## src/uifs_pkg.sv

```systemverilog
// Shared constants, types and encodings for the UART status and shutdown block
package uifs_pkg;

   // Core clock rate and oscillator start-up time
   localparam int CLK_HZ        = 20_000_000;
   localparam int OSC_START_MS  = 25;
   // Least time, so whole cycles are rounded up (exact at this rate)
   localparam int OSC_START_CYC = (OSC_START_MS * CLK_HZ + 999) / 1000;

   // Receive FIFO depth and serial word length
   localparam int FIFO_DEPTH = 8;
   localparam int WORD_BITS  = 16;
   localparam int BIT_CNT_W  = 5;

   // Rising edge counts within one serial frame
   localparam logic [BIT_CNT_W-1:0] CNT_ZERO     = 5'h00;
   localparam logic [BIT_CNT_W-1:0] CNT_CMD_DONE = 5'h01;
   localparam logic [BIT_CNT_W-1:0] CNT_LAST     = 5'h0f;
   localparam logic [BIT_CNT_W-1:0] CNT_FULL     = 5'h10;

   // Synchronised pin vector layout and idle levels
   localparam int PIN_SCLK  = 0;
   localparam int PIN_CS_N  = 1;
   localparam int PIN_DIN   = 2;
   localparam int PIN_HW_N  = 3;
   localparam int PIN_RX    = 4;
   localparam int PIN_CTS_N = 5;
   localparam int PIN_N     = 6;
   localparam logic [PIN_N-1:0] PIN_IDLE = 6'h3a;

   // Data word fields, host to device
   localparam int DIN_TE_N = 10;
   localparam int DIN_RTS  = 9;

   // Serial command codes in the two top bits
   typedef enum logic [1:0] {
      UIFS_RD_DATA = 2'b00,
      UIFS_RD_CFG  = 2'b01,
      UIFS_WR_DATA = 2'b10,
      UIFS_WR_CFG  = 2'b11
   } uifs_cmd_type;

   // Power sequencing states
   typedef enum logic [1:0] {
      UIFS_PWR_RUN   = 2'b00,
      UIFS_PWR_DRAIN = 2'b01,
      UIFS_PWR_SLEEP = 2'b10
   } uifs_pwr_type;

   // One character: parity bit above eight data bits
   typedef struct packed {
      logic       parity;
      logic [7:0] data;
   } uifs_rx_word_type;

   // Configuration word, bits 13 down to 0 of a configuration frame
   typedef struct packed {
      logic       fifo_disable;
      logic       sw_sleep_request;
      logic       tx_empty_mask;
      logic       data_waiting_mask;
      logic       parity_irq_mask;
      logic       activity_mask;
      logic       infrared_mode;
      logic       stop_bit_count;
      logic       parity_enable;
      logic       word_length;
      logic [3:0] baud_divisor_code;
   } uifs_cfg_type;

   // Everything cleared, FIFO enabled at power-up
   localparam uifs_cfg_type CFG_RESET = 14'h0000;
   localparam logic [2:0]   DW_ZEROS  = 3'h0;

endpackage

```

## src/uifs_core.sv

```systemverilog
// UART interrupt sources, receive FIFO, serial port and shutdown sequencing
`timescale 1ns/10ps
// Function
// - Parity flag set when enabled and bit one
// - Parity interrupt follows oldest FIFO word
// - Data flag holds interrupt while masked in
// - Line transition in shutdown sets activity flag
// - Stop bit zero sets framing flag
// - Buffer empty with mask drives interrupt low
// - Sixteenth data-op clock clears empty source
// - Eight-word FIFO, flushed on overflow, shutdown
// - FIFO on at power-up, host may disable
// - Hardware shutdown immediate, aborts transmit, stops oscillator
// - Software shutdown waits for transmit drain
// - Shutdown status set on either entry
// - Entry clears FIFO, flags; empty forced
// - Settings still accepted while shut down
// - Wake write restarts oscillator at select release
// - Configuration write resets all but handshake
// - Data operations release interrupt when causes gone
module uifs_core #(
   parameter int OSC_START_CYCLES = uifs_pkg::OSC_START_CYC,
   parameter int RX_FIFO_DEPTH    = uifs_pkg::FIFO_DEPTH
) (
   input  wire logic                       clock,
   input  wire logic                       rst_b,
   input  wire logic                       sclk,
   input  wire logic                       cs_n,
   input  wire logic                       din,
   output logic                            dout,
   input  wire logic                       hw_sleep_n,
   input  wire logic                       rx_line,
   input  wire logic                       cts_n,
   input  wire logic                       rx_char_valid,
   input  wire uifs_pkg::uifs_rx_word_type rx_char,
   input  wire logic                       rx_frame_err,
   input  wire logic                       tx_take,
   input  wire logic                       tx_shift_busy,
   output logic                            tx_valid,
   output uifs_pkg::uifs_rx_word_type      tx_char,
   output logic                            tx_abort,
   output logic                            rts_n,
   output logic                            irq_n,
   output logic                            osc_run,
   output logic                            osc_ready,
   output logic                            sleep_status,
   output uifs_pkg::uifs_cfg_type          cfg
);
   localparam int OSC_W = $clog2(OSC_START_CYCLES + 1);

   // The settle counter needs at least one cycle to mean anything
   if (OSC_START_CYCLES < 1 || RX_FIFO_DEPTH < 2) begin : g_bad_param
      $error("uifs_core: OSC_START_CYCLES >= 1 and RX_FIFO_DEPTH >= 2 required");
   end

   // Pin synchronisers: three stages, a change counts once stages two and three agree
   logic [uifs_pkg::PIN_N-1:0] s1_q;       // First stage, read only by s2_q
   logic [uifs_pkg::PIN_N-1:0] s2_q;       // Second stage
   logic [uifs_pkg::PIN_N-1:0] s3_q;       // Third stage
   logic [uifs_pkg::PIN_N-1:0] pin_q;      // Filtered pin levels
   logic [uifs_pkg::PIN_N-1:0] pin_prev_q; // Levels one cycle ago

   wire [uifs_pkg::PIN_N-1:0] pin_raw  = {cts_n, rx_line, hw_sleep_n, din, cs_n, sclk};
   wire [uifs_pkg::PIN_N-1:0] pin_diff = s2_q ^ s3_q;
   wire [uifs_pkg::PIN_N-1:0] pin_d    = (s2_q & ~pin_diff) | (pin_q & pin_diff);

   always_ff @(posedge clock or negedge rst_b) begin
      if (!rst_b) begin
         s1_q       <= uifs_pkg::PIN_IDLE;
         s2_q       <= uifs_pkg::PIN_IDLE;
         s3_q       <= uifs_pkg::PIN_IDLE;
         pin_q      <= uifs_pkg::PIN_IDLE;
         pin_prev_q <= uifs_pkg::PIN_IDLE;
      end else begin
         s1_q       <= pin_raw;
         s2_q       <= s1_q;
         s3_q       <= s2_q;
         pin_q      <= pin_d;
         pin_prev_q <= pin_q;
      end
   end

   // Edge and level decode of the filtered pins
   wire in_frame  = ~pin_q[uifs_pkg::PIN_CS_N];
   wire cs_fall   = in_frame & pin_prev_q[uifs_pkg::PIN_CS_N];
   wire cs_rise   = ~in_frame & ~pin_prev_q[uifs_pkg::PIN_CS_N];
   wire sclk_rise = pin_q[uifs_pkg::PIN_SCLK] & ~pin_prev_q[uifs_pkg::PIN_SCLK];
   wire sclk_fall = ~pin_q[uifs_pkg::PIN_SCLK] & pin_prev_q[uifs_pkg::PIN_SCLK];
   wire rx_edge   = pin_q[uifs_pkg::PIN_RX] ^ pin_prev_q[uifs_pkg::PIN_RX];
   wire hw_low    = ~pin_q[uifs_pkg::PIN_HW_N];

   // Serial port state
   logic [uifs_pkg::BIT_CNT_W-1:0] bit_cnt_q;   // Rising edges seen this frame
   logic [uifs_pkg::WORD_BITS-1:0] in_sr_q;     // Word from host
   logic [uifs_pkg::WORD_BITS-1:0] out_sr_q;    // Word to host
   logic                           dout_q;      // Serial output bit

   // Block state
   uifs_pkg::uifs_pwr_type     pwr_q;       // Power sequencing
   uifs_pkg::uifs_cfg_type     cfg_q;       // Configuration settings
   uifs_pkg::uifs_rx_word_type tx_char_q;   // Transmit buffer contents
   logic                       tx_full_q;   // Transmit buffer occupied
   logic                       tx_src_q;    // Buffer-empty interrupt source
   logic                       act_fe_q;    // Activity or framing error flag
   logic                       rts_n_q;     // Handshake output
   logic                       abort_q;     // Transmit abort pulse
   logic                       irq_n_q;     // Interrupt output
   logic                       osc_run_q;   // Oscillator enable
   logic                       osc_ready_q; // Oscillator settled
   logic                       sleep_q;     // Shutdown status
   logic [OSC_W-1:0]           osc_cnt_q;   // Settle counter

   // Frame decode
   wire       bit_in    = pin_q[uifs_pkg::PIN_DIN];
   wire [15:0] word_d   = {in_sr_q[14:0], bit_in};
   wire       take_bit  = in_frame & sclk_rise & (bit_cnt_q != uifs_pkg::CNT_FULL);
   wire       last_rise = take_bit & (bit_cnt_q == uifs_pkg::CNT_LAST);
   wire       cfg_read  = take_bit & (bit_cnt_q == uifs_pkg::CNT_CMD_DONE)
                          & (word_d[1:0] == uifs_pkg::UIFS_RD_CFG);
   wire       data_op16 = last_rise & ~word_d[14];
   wire       frame_ok  = cs_rise & (bit_cnt_q == uifs_pkg::CNT_FULL);
   wire       cfg_wr    = frame_ok & (in_sr_q[15:14] == uifs_pkg::UIFS_WR_CFG);
   wire       data_wr   = frame_ok & (in_sr_q[15:14] == uifs_pkg::UIFS_WR_DATA);
   wire uifs_pkg::uifs_cfg_type new_cfg = uifs_pkg::uifs_cfg_type'(in_sr_q[13:0]);

   // Power sequencing decode
   uifs_pkg::uifs_pwr_type pwr_d;
   always_comb begin
      pwr_d = pwr_q;
      unique case (pwr_q)
         uifs_pkg::UIFS_PWR_RUN: begin
            if (hw_low) begin
               pwr_d = uifs_pkg::UIFS_PWR_SLEEP;
            end else if (cfg_q.sw_sleep_request) begin
               pwr_d = uifs_pkg::UIFS_PWR_DRAIN;
            end
         end
         uifs_pkg::UIFS_PWR_DRAIN: begin
            if (hw_low) begin
               pwr_d = uifs_pkg::UIFS_PWR_SLEEP;
            end else if (!cfg_q.sw_sleep_request) begin
               pwr_d = uifs_pkg::UIFS_PWR_RUN;
            end else if (!tx_full_q && !tx_shift_busy) begin
               pwr_d = uifs_pkg::UIFS_PWR_SLEEP;
            end
         end
         uifs_pkg::UIFS_PWR_SLEEP: begin
            if (cfg_wr && !new_cfg.sw_sleep_request && !hw_low) begin
               pwr_d = uifs_pkg::UIFS_PWR_RUN;
            end
         end
         default: pwr_d = uifs_pkg::UIFS_PWR_SLEEP;
      endcase
   end

   wire asleep    = (pwr_q == uifs_pkg::UIFS_PWR_SLEEP);
   wire enter     = (pwr_d == uifs_pkg::UIFS_PWR_SLEEP) & ~asleep;
   wire leave     = asleep & (pwr_d != uifs_pkg::UIFS_PWR_SLEEP);
   wire clear_all = enter | cfg_wr;

   // Receive FIFO hookup; overflow or a disabled FIFO replaces old contents
   logic                       fifo_in_ready;
   logic                       fifo_valid;
   uifs_pkg::uifs_rx_word_type fifo_head;
   // A character landing with a configuration write survives its flush
   wire rx_push    = rx_char_valid & ~asleep & ~enter;
   wire fifo_pop   = data_op16 & fifo_valid;
   wire fifo_flush = clear_all
                     | (rx_push & (~fifo_in_ready | (cfg_q.fifo_disable & fifo_valid)));

   uifs_rx_fifo #(
      .WIDTH ($bits(uifs_pkg::uifs_rx_word_type)),
      .DEPTH (RX_FIFO_DEPTH)
   ) u_rx_fifo (
      .clock     (clock),
      .rst_b     (rst_b),
      .flush     (fifo_flush),
      .in_valid  (rx_push),
      .in_ready  (fifo_in_ready),
      .in_data   (rx_char),
      .out_valid (fifo_valid),
      .out_ready (fifo_pop),
      .out_data  (fifo_head)
   );

   // parity flag from the oldest word
   wire pr_flag   = cfg_q.parity_enable & fifo_valid & fifo_head.parity;
   wire [7:0] rx_data = fifo_valid ? fifo_head.data : 8'h00;
   wire cts_state = ~pin_q[uifs_pkg::PIN_CTS_N];
   wire [15:0] status_word = {fifo_valid, ~tx_full_q, uifs_pkg::DW_ZEROS,
                              act_fe_q, cts_state, pr_flag, rx_data};

   wire irq_any = (pr_flag & cfg_q.parity_irq_mask)          // oldest parity
                | (fifo_valid & cfg_q.data_waiting_mask)      // data waiting
                | (act_fe_q & cfg_q.activity_mask)
                | (tx_src_q & cfg_q.tx_empty_mask);

   // Serial shift in on rising, out on falling edges
   always_ff @(posedge clock or negedge rst_b) begin
      if (!rst_b) begin
         bit_cnt_q <= uifs_pkg::CNT_ZERO;
         in_sr_q   <= '0;
         out_sr_q  <= '0;
         dout_q    <= 1'b0;
      end else if (cs_fall) begin
         // Status is snapshotted at select so the word stays coherent
         bit_cnt_q <= uifs_pkg::CNT_ZERO;
         out_sr_q  <= status_word;
         dout_q    <= status_word[15];
      end else if (take_bit) begin
         bit_cnt_q <= uifs_pkg::BIT_CNT_W'(bit_cnt_q + 1'b1);
         in_sr_q   <= word_d;
         if (cfg_read) begin
            out_sr_q[14:1] <= cfg_q;
         end
      end else if (in_frame && sclk_fall) begin
         out_sr_q <= {out_sr_q[14:0], 1'b0};
         dout_q   <= out_sr_q[14];
      end
   end

   // Settings and handshake output
   always_ff @(posedge clock or negedge rst_b) begin
      if (!rst_b) begin
         cfg_q   <= uifs_pkg::CFG_RESET;
         rts_n_q <= 1'b1;
      end else begin
         // settings taken in any power state
         if (cfg_wr) begin
            cfg_q <= new_cfg;
         end
         if (data_wr) begin
            rts_n_q <= ~in_sr_q[uifs_pkg::DIN_RTS];
         end
      end
   end

   // Transmit buffer and its empty interrupt source
   always_ff @(posedge clock or negedge rst_b) begin
      if (!rst_b) begin
         tx_full_q <= 1'b0;
         tx_char_q <= '0;
         tx_src_q  <= 1'b0;
      end else begin
         // shutdown or reset empties the buffer
         if (clear_all) begin
            tx_full_q <= 1'b0;
            tx_char_q <= '0;
         end else if (data_wr && !in_sr_q[uifs_pkg::DIN_TE_N] && !asleep) begin
            tx_full_q <= 1'b1;
            tx_char_q <= in_sr_q[8:0];
         end else if (tx_take) begin
            tx_full_q <= 1'b0;
         end
         // set on emptying, wins over clear
         if (tx_take) begin
            tx_src_q <= 1'b1;
         end else if (data_op16 || cfg_wr) begin
            tx_src_q <= 1'b0;
         end
      end
   end

   // Activity in shutdown, framing error otherwise
   always_ff @(posedge clock or negedge rst_b) begin
      if (!rst_b) begin
         act_fe_q <= 1'b0;
      end else if (enter || leave) begin
         act_fe_q <= 1'b0;
      end else if (asleep && rx_edge) begin
         act_fe_q <= 1'b1;
      end else if (!asleep && rx_char_valid) begin
         act_fe_q <= rx_frame_err;
      end else if (cfg_wr) begin
         // Configuration clear loses to a same-cycle event
         act_fe_q <= 1'b0;
      end
   end

   // Power state, oscillator control and interrupt output
   always_ff @(posedge clock or negedge rst_b) begin
      if (!rst_b) begin
         pwr_q       <= uifs_pkg::UIFS_PWR_RUN;
         abort_q     <= 1'b0;
         sleep_q     <= 1'b0;
         osc_run_q   <= 1'b1;
         osc_ready_q <= 1'b0;
         osc_cnt_q   <= '0;
         irq_n_q     <= 1'b1;
      end else begin
         pwr_q     <= pwr_d;
         // immediate abort on the hardware line
         abort_q   <= enter & hw_low;
         sleep_q   <= (pwr_d == uifs_pkg::UIFS_PWR_SLEEP);
         osc_run_q <= (pwr_d != uifs_pkg::UIFS_PWR_SLEEP);
         // Start-up wait; early characters may still be garbled
         if (pwr_d == uifs_pkg::UIFS_PWR_SLEEP) begin
            osc_cnt_q   <= '0;
            osc_ready_q <= 1'b0;
         end else if (osc_cnt_q != OSC_W'(OSC_START_CYCLES)) begin
            osc_cnt_q   <= OSC_W'(osc_cnt_q + 1'b1);
         end else begin
            osc_ready_q <= 1'b1;
         end
         // released once all causes are gone
         irq_n_q <= ~irq_any;
      end
   end

   // Outputs straight from registers
   assign dout         = dout_q;
   assign tx_valid     = tx_full_q;
   assign tx_char      = tx_char_q;
   assign tx_abort     = abort_q;
   assign rts_n        = rts_n_q;
   assign irq_n        = irq_n_q;
   assign osc_run      = osc_run_q;
   assign osc_ready    = osc_ready_q;
   assign sleep_status = sleep_q;
   assign cfg          = cfg_q;
endmodule

```

## src/uifs_rx_fifo.sv

```systemverilog
// Receive FIFO with registered head word and flush
`timescale 1ns/10ps
module uifs_rx_fifo #(
   parameter int WIDTH = 9,
   parameter int DEPTH = 8
) (
   input  wire logic             clock,
   input  wire logic             rst_b,
   input  wire logic             flush,
   input  wire logic             in_valid,
   output logic                  in_ready,
   input  wire logic [WIDTH-1:0] in_data,
   output logic                  out_valid,
   input  wire logic             out_ready,
   output logic [WIDTH-1:0]      out_data
);
   localparam int AW = $clog2(DEPTH);

   // Pointers wrap naturally, so depth must be a power of two
   if (DEPTH < 2 || (1 << AW) != DEPTH) begin : g_bad_depth
      $error("uifs_rx_fifo: DEPTH must be a power of two, at least 2");
   end

   logic [WIDTH-1:0] mem_q [DEPTH];   // Storage, no reset needed
   logic [AW-1:0]    wr_q;            // Write index
   logic [AW-1:0]    rd_q;            // Read index
   logic [AW:0]      cnt_q;           // Words held
   logic [WIDTH-1:0] head_q;          // Registered oldest word

   // Flush may coincide with a push; the pushed word survives
   wire              push    = in_valid & (in_ready | flush);
   wire              pop     = out_valid & out_ready & ~flush;
   wire [AW-1:0]     wr_base = flush ? '0 : wr_q;
   wire [AW-1:0]     rd_d    = flush ? '0 : AW'(rd_q + AW'(pop));
   wire [AW:0]       remain  = flush ? '0 : (AW+1)'(cnt_q - (AW+1)'(pop));
   wire [AW:0]       cnt_d   = (AW+1)'(remain + (AW+1)'(push));
   wire [WIDTH-1:0]  head_d  = (push && remain == '0) ? in_data : mem_q[rd_d];

   assign in_ready  = (cnt_q != (AW+1)'(DEPTH));
   assign out_valid = (cnt_q != '0);
   assign out_data  = head_q;

   // Memory write port
   always_ff @(posedge clock) begin
      if (push) begin
         mem_q[wr_base] <= in_data;
      end
   end

   // Pointers, count and head register
   always_ff @(posedge clock or negedge rst_b) begin
      if (!rst_b) begin
         wr_q   <= '0;
         rd_q   <= '0;
         cnt_q  <= '0;
         head_q <= '0;
      end else begin
         wr_q   <= push ? AW'(wr_base + 1'b1) : wr_base;
         rd_q   <= rd_d;
         cnt_q  <= cnt_d;
         head_q <= head_d;
      end
   end
endmodule

```

## config.mk

```make
export PLATFORM = sky130hd
export DESIGN_NAME = uifs_core
export DESIGN_NICKNAME = d
export VERILOG_FILES = /design/src/uifs_pkg.sv /design/src/uifs_core.sv /design/src/uifs_rx_fifo.sv
export SDC_FILE = /design/constraint.sdc
export NUM_CORES = 1
export LEC_CHECK = 0
export ABC_CLOCK_PERIOD_IN_PS = 13100
export BUFFER_PORTS_ARGS = -buffer_cell sky130_fd_sc_hd__buf_2
export CAP_MARGIN = 30
export CORE_ASPECT_RATIO = 0.9
export CORE_MARGIN = 4
export CORE_UTILIZATION = 55
export CTS_CLUSTER_DIAMETER = 60
export CTS_CLUSTER_SIZE = 30
export DETAILED_ROUTE_END_ITERATION = 10
export PLACE_DENSITY = 0.77
export SYNTH_ARGS = -nofsm -noshare
export SYNTH_HDL_FRONTEND = slang
export SYNTH_HIERARCHICAL = 1
export SYNTH_SLANG_ARGS = --single-unit
```

## constraint.sdc

```tcl
create_clock -name clock -period 13.1 [get_ports clock]
set_input_delay 1.965 -clock clock [delete_from_list [all_inputs] [get_ports clock]]
set_output_delay 1.965 -clock clock [all_outputs]
set_load 0.02 [all_outputs]
```

Yosys cells after proc, flatten, opt, wreduce, memory -nomap -nowiden. Memories as Yosys holds them, arrays and structs flattened. Cells that the tools add are included.

Output and inout bits: 31. Logic and storage cells: 189. Memories kept: 1. RAM bits: 72. Register bits: 138.

Memories: u_rx_fifo.mem_q (words 8, width 9, read ports 1, clocked after memory_dff 0, write ports 1, line uifs_rx_fifo.sv:24) `logic [WIDTH-1:0] mem_q [DEPTH];`.

Reductions and logical operators: 30. Bitwise logic cells: 58. Add/sub/neg operators: 6. Equality and inequality tests: 16. Muxes and demuxes: 40.

Operators by type and width (count): 19-bit two-way mux (2); 1-bit bitwise AND (30); 15-bit two-way mux (2); 14-bit two-way mux (2); 9-bit two-way mux (3); 19-bit by 1-bit adder with 19-bit output (second input constant) (1); 19-bit inequality test (second input constant) (1); 1-bit two-way mux (17); 1-bit NOT (15); 6-bit bitwise AND (2); 2-bit two-way mux (6); 5-bit two-way mux (2); 2-bit nonzero test (5); 1-bit logical AND (9); 3-bit two-way mux (3); 2-bit == test (second input constant) (4); 8-bit two-way mux (1); 4-bit nonzero test (2); 1-bit bitwise OR (7); 2-bit inequality test (second input constant) (3); 6-bit NOT (1); 6-bit bitwise OR (1); 2-bit one-hot mux with 3 select lines (1); 2-bit AND reduction (3); other kinds (20) (27).

Depth between registers and ports, before layout.
Depth in word-level cells: 21. Depth in mapped cells: 19. Gate-level depth less buffers: 15.

Hierarchy. The synthesis kept the hierarchy.

Modules (own cells, without submodules): uifs_core (instances 1, seq. area each 2954.1 µm², area an instance 5046.1 µm², cells an instance 416); uifs_rx_fifo (instances 1, seq. area each 2637.5 µm², area an instance 3867.5 µm², cells an instance 250).

Worst setup path after synthesis. No wires, ideal clock.

Path kind: input port to flip-flop. From: input port tx_shift_busy. To: register u_rx_fifo.head_q[7] (netlist: u_rx_fifo/out_data[7]). Arrival time: 5.179 ns. Slack: 7.796 ns. Path buffers: 4. Cell stages on the path: 15. Cell sequence: nor3b_1 -> a21oi_1 -> nor2_1 -> ha_1 -> or3_1 -> buf_6 -> clkbuf_1 -> and3b_1 -> ha_1 -> clkbuf_1 -> clkbuf_1 -> mux2_2 -> o22ai_1 -> o32ai_1 -> mux2_2.

Cells in the longest elaborated chain, start to end: 19.

RTL lines: start: declaration (line uifs_core.sv:38) `input wire logic tx_shift_busy,`; 1-bit zero test * (line uifs_core.sv:143) `end else if (!tx_full_q && !tx_shift_busy) begin`; 1-bit logical AND * (line uifs_core.sv:143); 2-bit two-way mux * (line uifs_core.sv:143); 2-bit two-way mux * (line uifs_core.sv:141) `end else if (!cfg_q.sw_sleep_request) begin`; 2-bit two-way mux * (line uifs_core.sv:139) `if (hw_low) begin`; 2-bit one-hot mux with 3 select lines * (line uifs_core.sv:130) `unique case (pwr_q)`; 2-bit == test * (line uifs_core.sv:157) `wire enter = (pwr_d == uifs_pkg::UIFS_PWR_SLEEP) & ~asleep;`; 1-bit bitwise AND * (line uifs_core.sv:157); 1-bit NOT (line uifs_core.sv:166) `wire rx_push = rx_char_valid & ~asleep & ~enter;`; 1-bit bitwise AND (line uifs_core.sv:166); 1-bit bitwise AND (line uifs_core.sv:169) `| (rx_push & (~fifo_in_ready | (cfg_q.fifo_disable & fifo_valid)));`; 1-bit bitwise OR * (line uifs_core.sv:169); named net fifo_flush (line uifs_core.sv:168) `wire fifo_flush = clear_all`; branches (longest 6 deep; another with memory read 8 x 9 bit); 9-bit two-way mux * (line uifs_rx_fifo.sv:37) `wire [WIDTH-1:0] head_d = (push && remain == '0) ? in_data : mem_q[rd_d];`; named net u_rx_fifo.head_d[7] (line uifs_rx_fifo.sv:37); end signal: assignment (line uifs_rx_fifo.sv:56) `head_q <= '0;`; end signal: assignment (line uifs_rx_fifo.sv:61) `head_q <= head_d;`; end: declaration (line uifs_rx_fifo.sv:28) `logic [WIDTH-1:0] head_q;`.

Mark *: on every way through the listed nets, which the timed path passes. A chain may end at the register's enable or synchronous reset.

Worst setup path in the final report.
From: register bit_cnt_q[1] (netlist name). To: register u_rx_fifo.head_q[5] (netlist: u_rx_fifo/out_data[5]).

Cells in the longest elaborated chain, start to end: 20.

RTL lines: start: declaration (line uifs_core.sv:93) `logic [uifs_pkg::BIT_CNT_W-1:0] bit_cnt_q;`; start signal: assignment (line uifs_core.sv:201) `bit_cnt_q <= uifs_pkg::CNT_ZERO;`; start signal: assignment (line uifs_core.sv:207) `bit_cnt_q <= uifs_pkg::CNT_ZERO;`; start signal: assignment (line uifs_core.sv:211) `bit_cnt_q <= uifs_pkg::BIT_CNT_W'(bit_cnt_q + 1'b1);`; 5-bit == test * (line uifs_core.sv:121) `wire frame_ok = cs_rise & (bit_cnt_q == uifs_pkg::CNT_FULL);`; 1-bit bitwise AND * (line uifs_core.sv:121); 1-bit bitwise AND * (line uifs_core.sv:122) `wire cfg_wr = frame_ok & (in_sr_q[15:14] == uifs_pkg::UIFS_WR_CFG);`; 1-bit logical AND (2 in a row) (line uifs_core.sv:148) `if (cfg_wr && !new_cfg.sw_sleep_request && !hw_low) begin`; 2-bit two-way mux (line uifs_core.sv:148); 2-bit one-hot mux with 3 select lines (line uifs_core.sv:130); 2-bit == test (line uifs_core.sv:157); 1-bit bitwise AND (line uifs_core.sv:157); 1-bit NOT (line uifs_core.sv:166); 1-bit bitwise AND (line uifs_core.sv:166); 1-bit bitwise AND (line uifs_core.sv:169); 1-bit bitwise OR * (line uifs_core.sv:169); named net fifo_flush (line uifs_core.sv:168); branches (longest 6 deep; another with memory read 8 x 9 bit); 9-bit two-way mux * (line uifs_rx_fifo.sv:37); named net u_rx_fifo.head_d[5] (line uifs_rx_fifo.sv:37).

Marked as above.

==> flow_metrics.py <==
metrics = {
    "final_layout": {
        "syn_to_final_growth_pct": 10.2,
        "nFillCells": 1185,
        "drive_above_1_share_pct": 26.0,
        "antennaDiodeCount": 0,
        "final_nets": 747,
    },
    "yosys": {
        "syn_nets": 701,
        "muxShareOfSynthArea_pct": 7.37,
        "yosysWarnings": 6,
        "seq_area_frac_synth_pct": 62.7,
        "async_flop_share_pct": 65.4,
        "synth_xor_xnor_area_share_pct": 2.46,
        "synth_ff_type": "dfrtp_1",
        "synth_top_family_by_area": "simple AND/OR/NAND/NOR gates",
        "synth_edf_count": 72,
        "yosys_register_bits": 208,
        "synth_compound_area_share_pct": 9.45,
        "synth_area_um2": 8910,
        "ys_types": 70,
        "synth_area_per_cell_um2": 13.4,
        "syn_inst": 666,
        "synth-simple-area-share_pct": 13.0,
        "synthAdderAreaFrac_pct": 2.64,
    },
    "worst_setup_path": {
        "worstPathArrival_ns": 5.89,
        "worstPathRequired_ns": 13.48,
        "rr_endpoint": "u_rx_fifo/out_data[5]",
        "setup.worst_path.class": "reg -> reg",
        "rr_startpoint": "bit_cnt_q[1]",
        "critPathLaunchType": "flip-flop",
        "ff2ff_path_depth": 16,
        "cp-end-kind": "flip-flop",
        "rrSetupSlack_ns": 7.59,
        "path_max_fanout": 44,
    },
    "detailed_routing": {
        "drtIter0Drc": 476,
        "ant_nets": 0,
        "vias_per_cell": 6.25,
        "drc_errors": 0,
        "wl_mm": 18.7,
        "first_pass_iters": 5,
        "vias": 5752,
        "wl_per_cell_um": 20.3,
    },
    "die": {
        "fp.dieW_um": 142,
        "fp-row-count": 43,
        "die-height_um": 129,
        "initial_core_util_pct": 56.9,
        "coreArea_um2": 15700,
        "ioPinCount": 52,
        "dieArea_um2": 18300,
    },
    "grt": {
        "antenna_found_initial": 0,
        "grt_max_degree": 70,
        "overflow": 0,
        "grt_pass1_vias": 5765,
        "grt_first_pass_wirelength_mm": 30.6,
        "track_usage_pct": 20.7,
    },
    "flow_run": {
        "maxCapViolations": 0,
    },
    "place": {
        "gp_congestion": 0.876,
        "detailed_place_hpwl_mm": 12.4,
        "portBuffers": 51,
        "dp_slack_ns": 7.20,
    },
    "outcome": {
        "status": "finished clean",
    },
    "cts": {
        "clkTransAtPathRegs_ns": 0.11,
        "cts_hold_buffers": 0,
        "cts.sinks": 208,
        "post_cts_resized": 0,
        "clockBufferDepth": 3,
        "cts_setup_buffers": 0,
        "clockRootBuffer": "clkbuf_16",
        "htreeDepth": 1,
        "cts_buffers": 13,
        "cts_tree": "built",
        "insertion_delay_ns": 0.48,
    },
    "sta": {
        "worst_pin_slew_ns": 1.06,
        "hold_violations": 0,
        "max_slew_margin_pct": 29.0,
        "layout_min_cycle_time_ns": 5.51,
        "fin_tns_setup_ns": 0,
        "skew_ns": 0.0320,
        "slew_viol_final": 0,
        "fmax_ghz": 0.181,
        "finalCritPeriodShare_pct": 42.1,
        "fin_ws_ns": 7.59,
        "setup_violations": 0,
        "rsz0062_at_grt": "no",
    },
    "power_and_ir_drop": {
        "p_leak_nw": 4.00,
        "ir_worst_vdd_uv": 136,
        "powerDensity_nw_per_um2": 125,
    },
    "hold_path": {
        "hp-class": "reg -> reg",
        "hold_start": "s1_q[2]",
        "hold-path-endpoint": "s2_q[2]",
        "whs_path_depth": 0,
    },
}
-- worst max-delay path: stages (launching register included) --
cell and delay, ns:
dfrtp_1 0.41, inv_1 0.11, ha_1 0.18, nand4bb_1 0.53, nor4_1 0.72, nor2_1 0.14
ha_1 0.29, or3_1 0.38, buf_4 0.27, and3b_1 0.33, ha_1 0.17, ha_1 0.22
nand2b_1 0.57, inv_2 0.34, a211oi_1 0.33, o32ai_1 0.14, mux2_2 0.28
-- metal layers --
metal	GRT usage, %	share of wire, %	vias up
met5	0	0	-
met4	4.57	2.0	0
met3	3.38	6.3	24
met2	32.1	47	225
met1	31.1	45	2917
li1	-	-	2586
-- per-stage QoR --
| stage | util [%] | hold slack [ns] | power (mW) | area, um2 | instances |
|---|---|---|---|---|---|
| 6_report | 62.7 | 0.358 | 1.23 | 9820 | 920 |
| 5_1_grt | 62.7 | 0.367 | 1.28 | 9820 | 920 |
| 4_1_cts | 62.7 | 0.361 | 1.24 | 9820 | 920 |
| 3_5_place_dp | 60.0 | 0.341 | 0.823 | 9400 | 899 |
| 3_3_place_gp | 60.0 | 0.334 | 0.816 | 9400 | 899 |
| 2_1_floorplan | - | 0.331 | 0.789 | 8910 | 666 |
-- layout by cell type (no fill, tap or decap), types with 16 or more instances in the layout --
cell type and instances:
nand2_1 24, buf_2 50, nand3_1 18, o21ai_0 17
and3b_1 20, dfrtp_1 115, dfstp_2 21, mux2_2 53
edfxtp_1 72, xnor2_1 17, nor2b_1 16, a211oi_1 27
nor2_1 37
-- synthesized netlist by cell type, types with 4 or more instances --
| library cell | instances | share of area [%] |
|---|---|---|
| dfstp_2 | 21 | 6.2 |
| nor2_1 | 37 | 1.6 |
| nand3_1 | 18 | 1.0 |
| buf_2 | 9 | 0.51 |
| o31ai_1 | 5 | 0.42 |
| a22o_1 | 9 | 0.88 |
| maj3_1 | 6 | 0.67 |
| a31oi_1 | 4 | 0.28 |
| o22ai_1 | 9 | 0.63 |
| nand2b_1 | 6 | 0.42 |
| nor3b_1 | 5 | 0.42 |
| dfrtp_1 | 115 | 32 |
| a21oi_1 | 8 | 0.45 |
| clkbuf_1 | 20 | 0.84 |
| xnor2_1 | 17 | 1.7 |
| nor4b_1 | 7 | 0.69 |
| nand2_1 | 24 | 1.0 |
| and3b_1 | 20 | 2.0 |
| a31o_2 | 5 | 0.49 |
| o32ai_1 | 9 | 0.88 |
| o21ai_0 | 17 | 0.95 |
| nor3_1 | 10 | 0.56 |
| edfxtp_1 | 72 | 24 |
| nand4_1 | 12 | 0.84 |
| xor2_1 | 8 | 0.79 |
| nor4_1 | 9 | 0.63 |
| a211oi_1 | 27 | 2.3 |
| nor2b_1 | 16 | 1.1 |
| ha_1 | 14 | 2.0 |
| mux2_2 | 53 | 6.7 |
| inv_1 | 15 | 0.63 |
| mux2i_1 | 6 | 0.67 |
| o211ai_1 | 5 | 0.42 |
-- logic make-up (layout without fill, tap and decap cells) --
| logic type | after synthesis | count (layout) |
|---|---|---|
| compound gates | 113 | 113 |
| xor+xnor | 25 | 25 |
| fa+ha+maj | 20 | 20 |
| buf+inv | 50 | 102 |
| flops | 208 | 208 |
| mux | 59 | 59 |
| simple gates | 191 | 191 |
-- worst max-delay path by stage --
stage / from / to / cells past startpoint
finish: bit_cnt_q[1] / u_rx_fifo/out_data[5] / 16
global route: bit_cnt_q[1] / u_rx_fifo/out_data[5] / 16
CTS: bit_cnt_q[1] / u_rx_fifo/out_data[0] / 16
detailed placement: tx_shift_busy / u_rx_fifo/out_data[5] / 15
global placement: tx_shift_busy / u_rx_fifo/out_data[4] / 15
floorplan: tx_shift_busy / u_rx_fifo/out_data[7] / 15
-- power breakdown --
part | internal, mW | switching [mW] | leakage (nW) | total (mW)
Sequential | 0.706 | 0.0261 | 2.39 | 0.732
Combinational | 0.0368 | 0.0414 | 1.41 | 0.0782
Clock | 0.194 | 0.227 | 0.202 | 0.421
-- area by class of cell --
cell class                      instances  area [um2]  area share, %
Clock buffer                           13         325           3.31
Clock inverter                          8        93.8          0.956
Inverter                               18        67.6          0.688
Multi-Input combinational cell        408        3140           31.9
Sequential cell                       208        5590           56.9
Tap cell                              202         253           2.57
Timing Repair Buffer                   63         352           3.58
-- registers in the layout, indices dropped and copies added, names as in the netlist, 4 cells and up, named ones only --
register / flops
bit_cnt_q: 5
cfg: 14
in_sr_q: 16
osc_cnt_q: 19
out_sr_q: 15
s1_q: 6
s2_q: 6
s3_q: 6
tx_char: 9
u_rx_fifo/cnt_q: 4
u_rx_fifo/mem_q: 72
u_rx_fifo/out_data: 9
Power figures use the tool's default switching activity.
